==> src/verilog/lbd_regs.svh <==
// Purpose: Register offsets, field positions, reset values and timing counts of the LED backlight dimmer.
// Assumes: A 20 MHz system clock and an I2C-compatible slave port.
// Notes: Included by the design modules lbd_dimmer and lbd_pwm.
// Summary of operation
// - SDA falling while SCL high is a start condition opening a session.
// - SDA rising while SCL high is a stop condition ending the session.
// - Bus is busy from any start until the next stop.
// - A repeated start restarts address reception like a first start.
// - The data driver changes SDA only while SCL is low.
// - Bytes are eight bits, MSB first, then one acknowledge bit.
// - The device pulls SDA low on the ninth clock after each received byte.
// - First byte is seven address bits then direction bit, 0 write, 1 read.
// - The device answers only slave address 0110110 (hex 36).
// - In a write, second byte selects the register, third byte is stored.
// - Register hex 10 holds main, sub and keypad enable bits.
// - Register hex A0 holds main and sub four-bit level codes.
// - Each level code step adds one sixteenth of full-scale brightness.
// - Banks use PWM with sixteen duties at a fixed 10 or 23 kHz.
// - Register hex B0 holds a two-bit keypad code; 11 is full scale.
// - Bits seven to two of the keypad register have no function.
// - Keypad is dimmed by analog scaling to 100, 70, 40 or 20 percent.
// - All three registers reset to zero, drivers disabled.
`ifndef LBD_REGS_SVH
`define LBD_REGS_SVH
`define LBD_SLAVE_ADDR 7'h36
`define LBD_ENABLE_OFS 8'h10
`define LBD_LEVEL_OFS 8'ha0
`define LBD_KEYPAD_OFS 8'hb0
`define LBD_ENABLE_RST 8'h00
`define LBD_LEVEL_RST 8'h00
`define LBD_KEYPAD_RST 8'h00
`define LBD_MAIN_EN_BIT 0
`define LBD_SUB_EN_BIT 1
`define LBD_KEY_EN_BIT 2
`define LBD_MAIN_LSB 0
`define LBD_SUB_LSB 4
`define LBD_KEY_LSB 0
`define LBD_KEY_MASK 8'h03
`define LBD_CLK_HZ 20000000
`define LBD_PWM_HZ_SLOW 10000
`define LBD_PWM_HZ_FAST 23000
`define LBD_PWM_STEPS 16
`endif
==> src/verilog/lbd_pkg.sv <==
// Purpose: Types shared by the LED backlight dimmer modules.
// Assumes: Constants come from lbd_regs.svh.
// Notes: States of the serial slave.
package lbd_pkg;
  typedef enum logic [2:0] {
    LBD_IDLE,
    LBD_RX,
    LBD_ACK,
    LBD_TX,
    LBD_TX_ACK
  } lbd_state_e;
endpackage : lbd_pkg

==> src/verilog/lbd_dimmer.sv <==
// Purpose: I2C slave with three control registers driving bank PWM and keypad level.
// Assumes: SCL and SDA arrive asynchronously and are synchronised here.
// Notes: SDA is open drain; sda_oe high pulls the line low.
`timescale 1ns/10ps
`include "lbd_regs.svh"
module lbd_dimmer
  import lbd_pkg::*;
#(
  parameter bit FAST_OPTION = 1'b0
) (
  input wire logic clk,
  input wire logic reset,
  input wire logic scl_in,
  input wire logic sda_in,
  output logic sda_out,
  output logic sda_oe,
  output logic bus_busy,
  output logic main_bank_enable,
  output logic sub_bank_enable,
  output logic keypad_enable,
  output logic [3:0] main_level_code,
  output logic [3:0] sub_level_code,
  output logic [1:0] keypad_level_code,
  output logic main_sinks,
  output logic sub_sinks,
  output logic keypad_sink,
  output logic [6:0] keypad_percent
);
  localparam int PWM_HZ = FAST_OPTION ? `LBD_PWM_HZ_FAST : `LBD_PWM_HZ_SLOW;
  localparam int TICK_DIV = `LBD_CLK_HZ / (PWM_HZ * `LBD_PWM_STEPS);

  typedef struct packed {
    logic [1:0] scl_sync;
    logic [1:0] sda_sync;
    logic scl_d;
    logic sda_d;
    lbd_state_e state;
    logic [3:0] bit_cnt;
    logic [7:0] shift;
    logic [1:0] byte_idx;
    logic rd;
    logic [7:0] ptr;
    logic busy;
    logic drive_low;
    logic [7:0] enable_r;
    logic [7:0] level_r;
    logic [7:0] keypad_r;
  } lbd_slave_s;

  lbd_slave_s st_reg;
  lbd_slave_s st_next;

  logic scl;
  logic sda;
  logic scl_rise;
  logic scl_fall;
  logic start_cond;
  logic stop_cond;

  assign scl = st_reg.scl_sync[1];
  assign sda = st_reg.sda_sync[1];
  assign scl_rise = scl && !st_reg.scl_d;
  assign scl_fall = !scl && st_reg.scl_d;
  assign start_cond = scl && st_reg.scl_d && st_reg.sda_d && !sda;
  assign stop_cond = scl && st_reg.scl_d && !st_reg.sda_d && sda;

  function automatic logic [7:0] read_reg(input logic [7:0] a, input logic [7:0] e,
                                          input logic [7:0] l, input logic [7:0] k);
    logic [7:0] r;
    r = 8'h00;
    if (a == `LBD_ENABLE_OFS) r = e;
    else if (a == `LBD_LEVEL_OFS) r = l;
    else if (a == `LBD_KEYPAD_OFS) r = k;
    return r;
  endfunction : read_reg

  // ==========================================================
  // Serial slave and register file.
  always_comb begin
    st_next = st_reg;
    st_next.scl_sync = {st_reg.scl_sync[0], scl_in};
    st_next.sda_sync = {st_reg.sda_sync[0], sda_in};
    st_next.scl_d = scl;
    st_next.sda_d = sda;
    if (start_cond) begin
      st_next.busy = 1'b1;
      st_next.state = LBD_RX;
      st_next.bit_cnt = 4'h0;
      st_next.byte_idx = 2'h0;
      st_next.drive_low = 1'b0;
    end else if (stop_cond) begin
      st_next.busy = 1'b0;
      st_next.state = LBD_IDLE;
      st_next.drive_low = 1'b0;
    end else begin
      unique case (st_reg.state)
        LBD_IDLE: begin
          st_next.drive_low = 1'b0;
        end
        LBD_RX: begin
          if (scl_rise) begin
            st_next.shift = {st_reg.shift[6:0], sda};
            st_next.bit_cnt = st_reg.bit_cnt + 4'h1;
          end
          if (scl_fall && st_reg.bit_cnt == 4'h8) begin
            st_next.bit_cnt = 4'h0;
            if (st_reg.byte_idx == 2'h0) begin
              if (st_reg.shift[7:1] == `LBD_SLAVE_ADDR) begin
                st_next.rd = st_reg.shift[0];
                st_next.state = LBD_ACK;
                st_next.drive_low = 1'b1;
              end else begin
                st_next.state = LBD_IDLE;
              end
            end else begin
              if (st_reg.byte_idx == 2'h1) begin
                st_next.ptr = st_reg.shift;
              end else begin
                if (st_reg.ptr == `LBD_ENABLE_OFS) st_next.enable_r = st_reg.shift & 8'h07;
                else if (st_reg.ptr == `LBD_LEVEL_OFS) st_next.level_r = st_reg.shift;
                else if (st_reg.ptr == `LBD_KEYPAD_OFS) st_next.keypad_r = st_reg.shift & `LBD_KEY_MASK;
              end
              st_next.state = LBD_ACK;
              st_next.drive_low = 1'b1;
            end
          end
        end
        LBD_ACK: begin
          if (scl_fall) begin
            st_next.drive_low = 1'b0;
            if (st_reg.byte_idx != 2'h3) st_next.byte_idx = st_reg.byte_idx + 2'h1;
            if (st_reg.byte_idx == 2'h0 && st_reg.rd) begin
              st_next.shift = read_reg(st_reg.ptr, st_reg.enable_r, st_reg.level_r, st_reg.keypad_r);
              st_next.drive_low = !st_next.shift[7];
              st_next.bit_cnt = 4'h0;
              st_next.state = LBD_TX;
            end else begin
              st_next.state = LBD_RX;
            end
          end
        end
        LBD_TX: begin
          if (scl_fall) begin
            if (st_reg.bit_cnt == 4'h7) begin
              st_next.drive_low = 1'b0;
              st_next.state = LBD_TX_ACK;
            end else begin
              st_next.shift = {st_reg.shift[6:0], 1'b0};
              st_next.drive_low = !st_next.shift[7];
              st_next.bit_cnt = st_reg.bit_cnt + 4'h1;
            end
          end
        end
        LBD_TX_ACK: begin
          if (scl_rise) begin
            st_next.state = sda ? LBD_IDLE : LBD_TX_ACK;
          end
          if (scl_fall && st_reg.state == LBD_TX_ACK) begin
            st_next.shift = read_reg(st_reg.ptr, st_reg.enable_r, st_reg.level_r, st_reg.keypad_r);
            st_next.drive_low = !st_next.shift[7];
            st_next.bit_cnt = 4'h0;
            st_next.state = LBD_TX;
          end
        end
      endcase
    end
  end

  always_ff @(posedge clk) begin
    if (reset) begin
      st_reg <= '0;
      st_reg.scl_sync <= 2'h3;
      st_reg.sda_sync <= 2'h3;
      st_reg.scl_d <= 1'b1;
      st_reg.sda_d <= 1'b1;
      st_reg.state <= LBD_IDLE;
      st_reg.enable_r <= `LBD_ENABLE_RST;
      st_reg.level_r <= `LBD_LEVEL_RST;
      st_reg.keypad_r <= `LBD_KEYPAD_RST;
    end else begin
      st_reg <= st_next;
    end
  end

  // ==========================================================
  // Outputs and dimming.
  assign sda_out = 1'b0;
  assign sda_oe = st_reg.drive_low;
  assign bus_busy = st_reg.busy;
  assign main_bank_enable = st_reg.enable_r[`LBD_MAIN_EN_BIT];
  assign sub_bank_enable = st_reg.enable_r[`LBD_SUB_EN_BIT];
  assign keypad_enable = st_reg.enable_r[`LBD_KEY_EN_BIT];
  assign main_level_code = st_reg.level_r[`LBD_MAIN_LSB +: 4];
  assign sub_level_code = st_reg.level_r[`LBD_SUB_LSB +: 4];
  assign keypad_level_code = st_reg.keypad_r[`LBD_KEY_LSB +: 2];
  assign keypad_sink = keypad_enable;

  always_comb begin
    unique case (keypad_level_code)
      2'h0: keypad_percent = 7'h14;
      2'h1: keypad_percent = 7'h28;
      2'h2: keypad_percent = 7'h46;
      2'h3: keypad_percent = 7'h64;
    endcase
  end

  logic [1:0] bank_enable;
  logic [1:0][3:0] bank_code;
  logic [1:0] bank_pwm;

  assign bank_enable = {sub_bank_enable, main_bank_enable};
  assign bank_code = {sub_level_code, main_level_code};
  assign main_sinks = bank_pwm[0];
  assign sub_sinks = bank_pwm[1];

  // ==========================================================
  // One dimming generator per display bank.
  for (genvar b = 0; b < 2; b++) begin : g_bank
    lbd_pwm #(.TICK_DIV(TICK_DIV)) u_pwm (
      .clk(clk),
      .reset(reset),
      .enable(bank_enable[b]),
      .level_code(bank_code[b]),
      .pwm_on(bank_pwm[b])
    );
  end
endmodule : lbd_dimmer

==> src/verilog/lbd_pwm.sv <==
// Purpose: Sixteen-step PWM for one display bank.
// Assumes: Tick period sets the PWM frame length.
// Notes: Code n gives a duty of (n+1)/16.
`timescale 1ns/10ps
`include "lbd_regs.svh"
module lbd_pwm
  import lbd_pkg::*;
#(
  parameter int TICK_DIV = 125
) (
  input wire logic clk,
  input wire logic reset,
  input wire logic enable,
  input wire logic [3:0] level_code,
  output logic pwm_on
);
  initial begin
    if (TICK_DIV < 1 || TICK_DIV > 65535) $error("TICK_DIV out of range");
  end

  typedef struct packed {
    logic [15:0] div;
    logic [3:0] phase;
    logic out;
  } lbd_pwm_s;

  lbd_pwm_s st_reg;
  lbd_pwm_s st_next;

  // ==========================================================
  // Frame counter and compare.
  always_comb begin
    st_next = st_reg;
    if (st_reg.div == 16'(TICK_DIV - 1)) begin
      st_next.div = 16'h0000;
      st_next.phase = st_reg.phase + 4'h1;
    end else begin
      st_next.div = st_reg.div + 16'h0001;
    end
    st_next.out = enable && (st_next.phase <= level_code);
  end

  always_ff @(posedge clk) begin
    if (reset) begin
      st_reg <= '0;
    end else begin
      st_reg <= st_next;
    end
  end

  assign pwm_on = st_reg.out;
endmodule : lbd_pwm

==> config.mk <==
export PLATFORM = sky130hd
export DESIGN_NAME = lbd_dimmer
export DESIGN_NICKNAME = d
export VERILOG_FILES = /design/src/verilog/lbd_pkg.sv /design/src/verilog/lbd_dimmer.sv /design/src/verilog/lbd_pwm.sv
export VERILOG_INCLUDE_DIRS = /design/src /design/src/verilog
export SDC_FILE = /design/constraint.sdc
export NUM_CORES = 1
export LEC_CHECK = 0
export BUFFER_PORTS_ARGS = -buffer_cell sky130_fd_sc_hd__buf_2
export CORE_MARGIN = 1
export CORE_UTILIZATION = 53
export DETAILED_ROUTE_END_ITERATION = 8
export PLACE_DENSITY = 0.75
export SYNTH_ARGS = -nofsm -noshare
export SYNTH_HDL_FRONTEND = slang
export SYNTH_SLANG_ARGS = --single-unit
export TNS_END_PERCENT = 30
==> constraint.sdc <==
create_clock -name clk -period 5.3 [get_ports clk]
set_input_delay 0.53 -clock clk [delete_from_list [all_inputs] [get_ports clk]]
set_output_delay 0.53 -clock clk [all_outputs]
set_load 0.1 [all_outputs]
# After elaboration in Yosys (flattened, before gate mapping)

Index checks and enable logic that the tools add are counted.

Add/sub/neg operators: 6
$lt $le $gt $ge: 2
Equality and inequality tests: 33
Muxes and demuxes: 59
Bitwise logic cells: 6
Reductions and logical operators: 40

Operators by type and width:

| operator              | number |
|---|---|
| $mux 8                | 15 |
| $pmux 15 s4           | 1 |
| $mux 19               | 2 |
| $mux 12               | 3 |
| $add 16x1->16 const B | 2 |
| $eq 16x7->1 const B   | 2 |
| $mux 15               | 2 |
| $pmux 7 s4            | 1 |
| $mux 25               | 1 |
| $reduce_and 6->1      | 4 |
| $mux 23               | 1 |
| $mux 9                | 2 |
| $reduce_and 9->1      | 2 |
| $mux 17               | 1 |
| $eq 8x8->1 const B    | 2 |
| $mux 16               | 1 |
| $ne 2x2->1 const B    | 8 |
| $ne 4x4->1 const B    | 4 |
| $reduce_and 8->1      | 2 |
| $mux 3                | 5 |
| $mux 2                | 7 |
| $add 4x1->4 const B   | 3 |
| $logic_and 1x1->1     | 12 |
| $mux 1                | 12 |
| 31 further kinds      | 51 |

Bits in registers: 89
Input bits: 4
Word-level logic and storage cells: 168

# Depth between registers and ports, before layout

Depth in word-level cells: 15
Mapped depth: 12
Gate-level depth less buffers: 12

# By module

A second synthesis with hierarchy kept.

Cell total of the unflattened synthesis: 523
Area total of the unflattened synthesis: 4,635.7 µm²

Modules (own cells, without submodules):

| module                     | times used | cells an instance | area each (µm²) | seq. area each (µm²) |
|---|---|---|---|---|
| lbd_dimmer                 | 1          | 289               | 2,534.9         | 940.9 |
| lbd_pwm at g_bank[1].u_pwm | 1          | 119               | 1,083.5         | 420.4 |
| lbd_pwm at g_bank[0].u_pwm | 1          | 115               | 1,017.2         | 420.4 |

# Least setup slack after synthesis

No wires, ideal clock.

Path type: flip-flop to output port
Start: register st_reg (netlist bit keypad_level_code[1])
End: output keypad_percent[3]
Data arrival time: 1.897 ns
Path slack: 2.873 ns
Stages on the path, launching flop included: 3
Path buffers: 0
Cells stage by stage: dfxtp_1 nand2b_1 inv_1

Cells in the longest elaborated chain, start to end: 2
Elaborated cells between the ends (all ways): 5
Classes of those cells: 3 x eq/ne; 1 x mux; 1 x reduce/logical

Ends and longest elaborated chain:

| item                                     | RTL line          | text |
|---|---|---|
| start, declared                          | lbd_dimmer.sv:50  | `lbd_slave_s st_reg;` |
| start signal, assigned                   | lbd_dimmer.sv:181 | `st_reg <= st_next;` |
| $eq 2x2->1, or another cell as far along | lbd_dimmer.sv:199 | `unique case (keypad_level_code)` |
| $pmux 7 s4 (*)                           | lbd_dimmer.sv:199 |  |
| end, declared                            | lbd_dimmer.sv:27  | `output logic [6:0] keypad_percent` |

Every way passes the cells marked *; elsewhere a longest branch is shown, timed or not. The select of a mux whose other input is x is not followed.

# Final worst setup path

Start: register st_reg[50] (netlist bit)
End: register st_reg[40] (netlist bit)

Cells in the longest elaborated chain, start to end: 4
Elaborated cells between the ends (all ways): 14
Classes of those cells: 10 x eq/ne; 1 x mux; 3 x reduce/logical

Ends and longest elaborated chain:

| item                              | RTL line                            | text |
|---|---|---|
| $eq 3x3->1                        | lbd_dimmer.sv:96, lbd_dimmer.sv:158 |  |
| $logic_and 1x1->1                 | lbd_dimmer.sv:158                   | `if (scl_fall && st_reg.state == LBD_TX_ACK) begin` |
| $ne 2x1->1 (no source line)       | n/a                                 |  |
| $reduce_and 9->1 (no source line) | n/a                                 |  |

Several ways; a longest one is shown, not always the timed one.
A chain may end at the register's enable or synchronous reset.

==> summary.txt <==
Outcome
  – Status: completed

STA
  – Final clock skew: 0.0112 ns
  – Slew @ Worst Pin: 0.916 ns
  – Tcrit/Tclk final: 50.3%
  – Fmax: 0.375 GHz
  – Minimum clock period: 2.67 ns
  – PnR worst setup slack: 2.63 ns
  – Max_slew headroom: 38.9%
  – RSZ-0062 raised after global routing: no
  – Slew Limit Fails: 0
  – Setup violations, final: 0
  – Setup TNS Final: 0 ns
  – Final Hold Fails: 0

Synthesis
  – Unique cell type count in the Yosys netlist: 55
  – Cell count after synthesis: 508
  – Synth Register Bits: 89
  – Number of flops mapped to enable cells by yosys: 0
  – Register area share after synthesis: 39.6%
  – Synthesized area: 4500 µm²
  – Avg Cell Area, Syn: 8.85 µm²
  – Synth Warn #: 0
  – Top_reg_cell synth: dfxtp_1
  – Fraction of registers with async set/reset: 0%

Critical path
  – CP Capture Type: register
  – Crit path launch type: register
  – Worst path cell trace: nor3b_1 > a21oi_1 > nor4_1 > a22oi_1 > a211oi_1
  – Required time worst endpoint: 5.58 ns
  – Reg2Reg Depth: 5
  – Crit path max fanout: 16
  – CP Data Arrival Time: 2.95 ns
  – CP max stage cell: nor4_1
  – Crit path kind: register to register
  – Critical Path Max Stage Delay: 0.83 ns

Clocking
  – Post-CTS setup buffers: 0
  – Worst-Skew Late Latency: 0.36 ns
  – Hold Buf Count CTS: 0
  – H-tree depth: 3
  – CTS max path bufs: 2
  – Clk sinks: 89
  – CTS tree: built
  – Post-CTS Resized: 0
  – Clock buffer count from CTS: 9
  – CTS clock-pin slew for the worst setup and hold paths: 0.09 ns
  – Root Buffer: clkbuf_8

Floorplanning
  – Die Span Y: 94.1 µm
  – Row cnt: 33
  – Die Width: 94.1 µm
  – Starting density of the core: 54.7%
  – Die Footprint: 8860 µm²
  – Core Box Area: 8220 µm²
  – # IOs: 30

Placement
  – Placed Area: 4590 µm²
  – HPWL Detailed: 6260 µm
  – Port bufs: 27
  – DP Worst Slack: 2.71 ns
  – Routability cong.: 0.913

GRT
  – Vias in the first global route: 3,171
  – Grt ovf: 0
  – Initial antenna violation count: 0
  – First-pass GRT wire length: 14,800 µm
  – Largest net degree at the start of global routing: 56
  – Global Route Usage Sum: 21.2%

Final layout
  – Layout Utilization: 58.1%
  – Area Overhead vs Synth: 6.18%
  – Share of cells above drive strength 1: 11.3%
  – Fin area: 4770 µm²
  – Most frequent cells in the layout: dfxtp_1 (89), nor2_1 (79), buf_2 (27), mux2i_1 (26), inv_1 (22)
  – Max reg flops: 40
  – Final #Nets: 538
  – Most common cell after layout, fill and taps aside: dfxtp_1
  – N_diodes: 0

Worst hold path
  – Hold Path Class: primary input to register
  – Worst hold path cell count: 2

Route
  – DR vias: 3,437
  – Drt pass-1 iters: 4
  – Wire length per cell: 14.0 µm
  – Initial drt markers: 119
  – DRC viols: 0
  – Routed WL: 8760 µm
  – Post-DRT Antenna Nets: 0
  – Mean number of vias per cell: 5.50

Power
  – Peak VDD IR: 0.000130 V
  – Leakage power: 1.79 nW
  – Total power: 1.19 mW
  – Cell Pwr Density: 250 nW/µm²

Job
  – Max Cap Violations: 0
[final timing paths]
check              startpoint          end  slack, ns
setup reg to reg   st_reg[50]   st_reg[40]       2.63
hold / removal         scl_in  st_next[57]       0.35
hold reg to reg   st_next[55]          sda       0.41
setup / recovery   st_reg[50]   st_reg[40]       2.63
[power by group]
| part | internal (mW) | leakage [nW] | switching [mW] | total, mW |
|---|---|---|---|---|
| Combinational | 0.0230 | 0.985 | 0.0448 | 0.0678 |
| Sequential | 0.679 | 0.720 | 0.0141 | 0.693 |
| Clock | 0.187 | 0.0875 | 0.247 | 0.434 |
| Total | 0.888 | 1.79 | 0.306 | 1.19 |
[Yosys cell counts, types with 2 or more instances]
| cell type | number | share of area [%] |
|---|---|---|
| and4_1 | 4 | 0.78 |
| xnor2_1 | 19 | 3.7 |
| or2_2 | 8 | 1.1 |
| a22oi_1 | 7 | 1.2 |
| o211ai_1 | 2 | 0.33 |
| buf_2 | 4 | 0.45 |
| nand2_1 | 20 | 1.7 |
| o21a_1 | 3 | 0.50 |
| nor2_1 | 79 | 6.6 |
| a2bb2oi_1 | 4 | 0.78 |
| a211oi_1 | 9 | 1.5 |
| and3_1 | 4 | 0.56 |
| and2_1 | 2 | 0.28 |
| xor2_1 | 17 | 3.3 |
| nand4_1 | 11 | 1.5 |
| nor2b_1 | 12 | 1.7 |
| a21oi_1 | 16 | 1.8 |
| inv_1 | 22 | 1.8 |
| nor4_1 | 7 | 0.97 |
| nand3b_1 | 3 | 0.50 |
| mux2i_1 | 26 | 5.8 |
| nor4b_1 | 2 | 0.39 |
| and3b_1 | 2 | 0.39 |
| o21ai_0 | 7 | 0.78 |
| nand4b_1 | 3 | 0.58 |
| buf_4 | 13 | 2.2 |
| a32o_1 | 3 | 0.67 |
| clkbuf_1 | 16 | 1.3 |
| or3_1 | 3 | 0.42 |
| nor3b_1 | 4 | 0.67 |
| or4b_2 | 2 | 0.45 |
| dfxtp_1 | 89 | 40 |
| nand3_1 | 19 | 2.1 |
| o31ai_1 | 2 | 0.33 |
| nor3_1 | 7 | 0.78 |
| nand2b_1 | 17 | 2.4 |
| nor4bb_1 | 2 | 0.45 |
| ha_1 | 19 | 5.3 |
| a21o_1 | 3 | 0.50 |
[routing by layer]
layer / part of all wire [%] / up-vias / track usage [%]
li1: - / 1767 / -
met1: 49 / 1589 / 27.7
met2: 46 / 68 / 34.5
met3: 2.9 / 13 / 3.32
met4: 2.0 / 0 / 9.10
met5: 0 / - / 0
[critical path, delay by kind of cell, from the launching register on]
kind	cells	cell delay (ns)
AOI/OAI and AO/OA	3	0.73
DFF	1	0.62
and+or+nand+nor	2	1.24
[per-stage QoR]
stage	instances	hold WS [ns]
after floorplan	509	0.389
after global placement	609	0.400
after detailed placement	609	0.397
after CTS	625	0.343
after global routing	625	0.351
final	625	0.353
[cells by family (layout without fill, tap and decap cells)]
group / after synthesis / after routing / share of synthesized area, %
buf+inv: 56 / 67 / 6.04
mux: 27 / 27 / 6.04
xor+xnor: 36 / 36 / 7.01
compound gates: 66 / 66 / 10.7
flops: 89 / 89 / 39.6
other cells: 1 / 2 / 0.0834
fa+ha+maj: 19 / 19 / 5.29
simple gates: 214 / 214 / 25.2
[layout make-up]
type	count	area (µm²)
flip-flops and latches	89	1780
inverters	22	82.6
clock inverters	5	40.0
fillers	711	3440
repair buffers	29	150
multi-input cells	364	2450
clock buffers	11	141
well taps	105	131
Note: power is estimated with default switching activity, not from simulation.
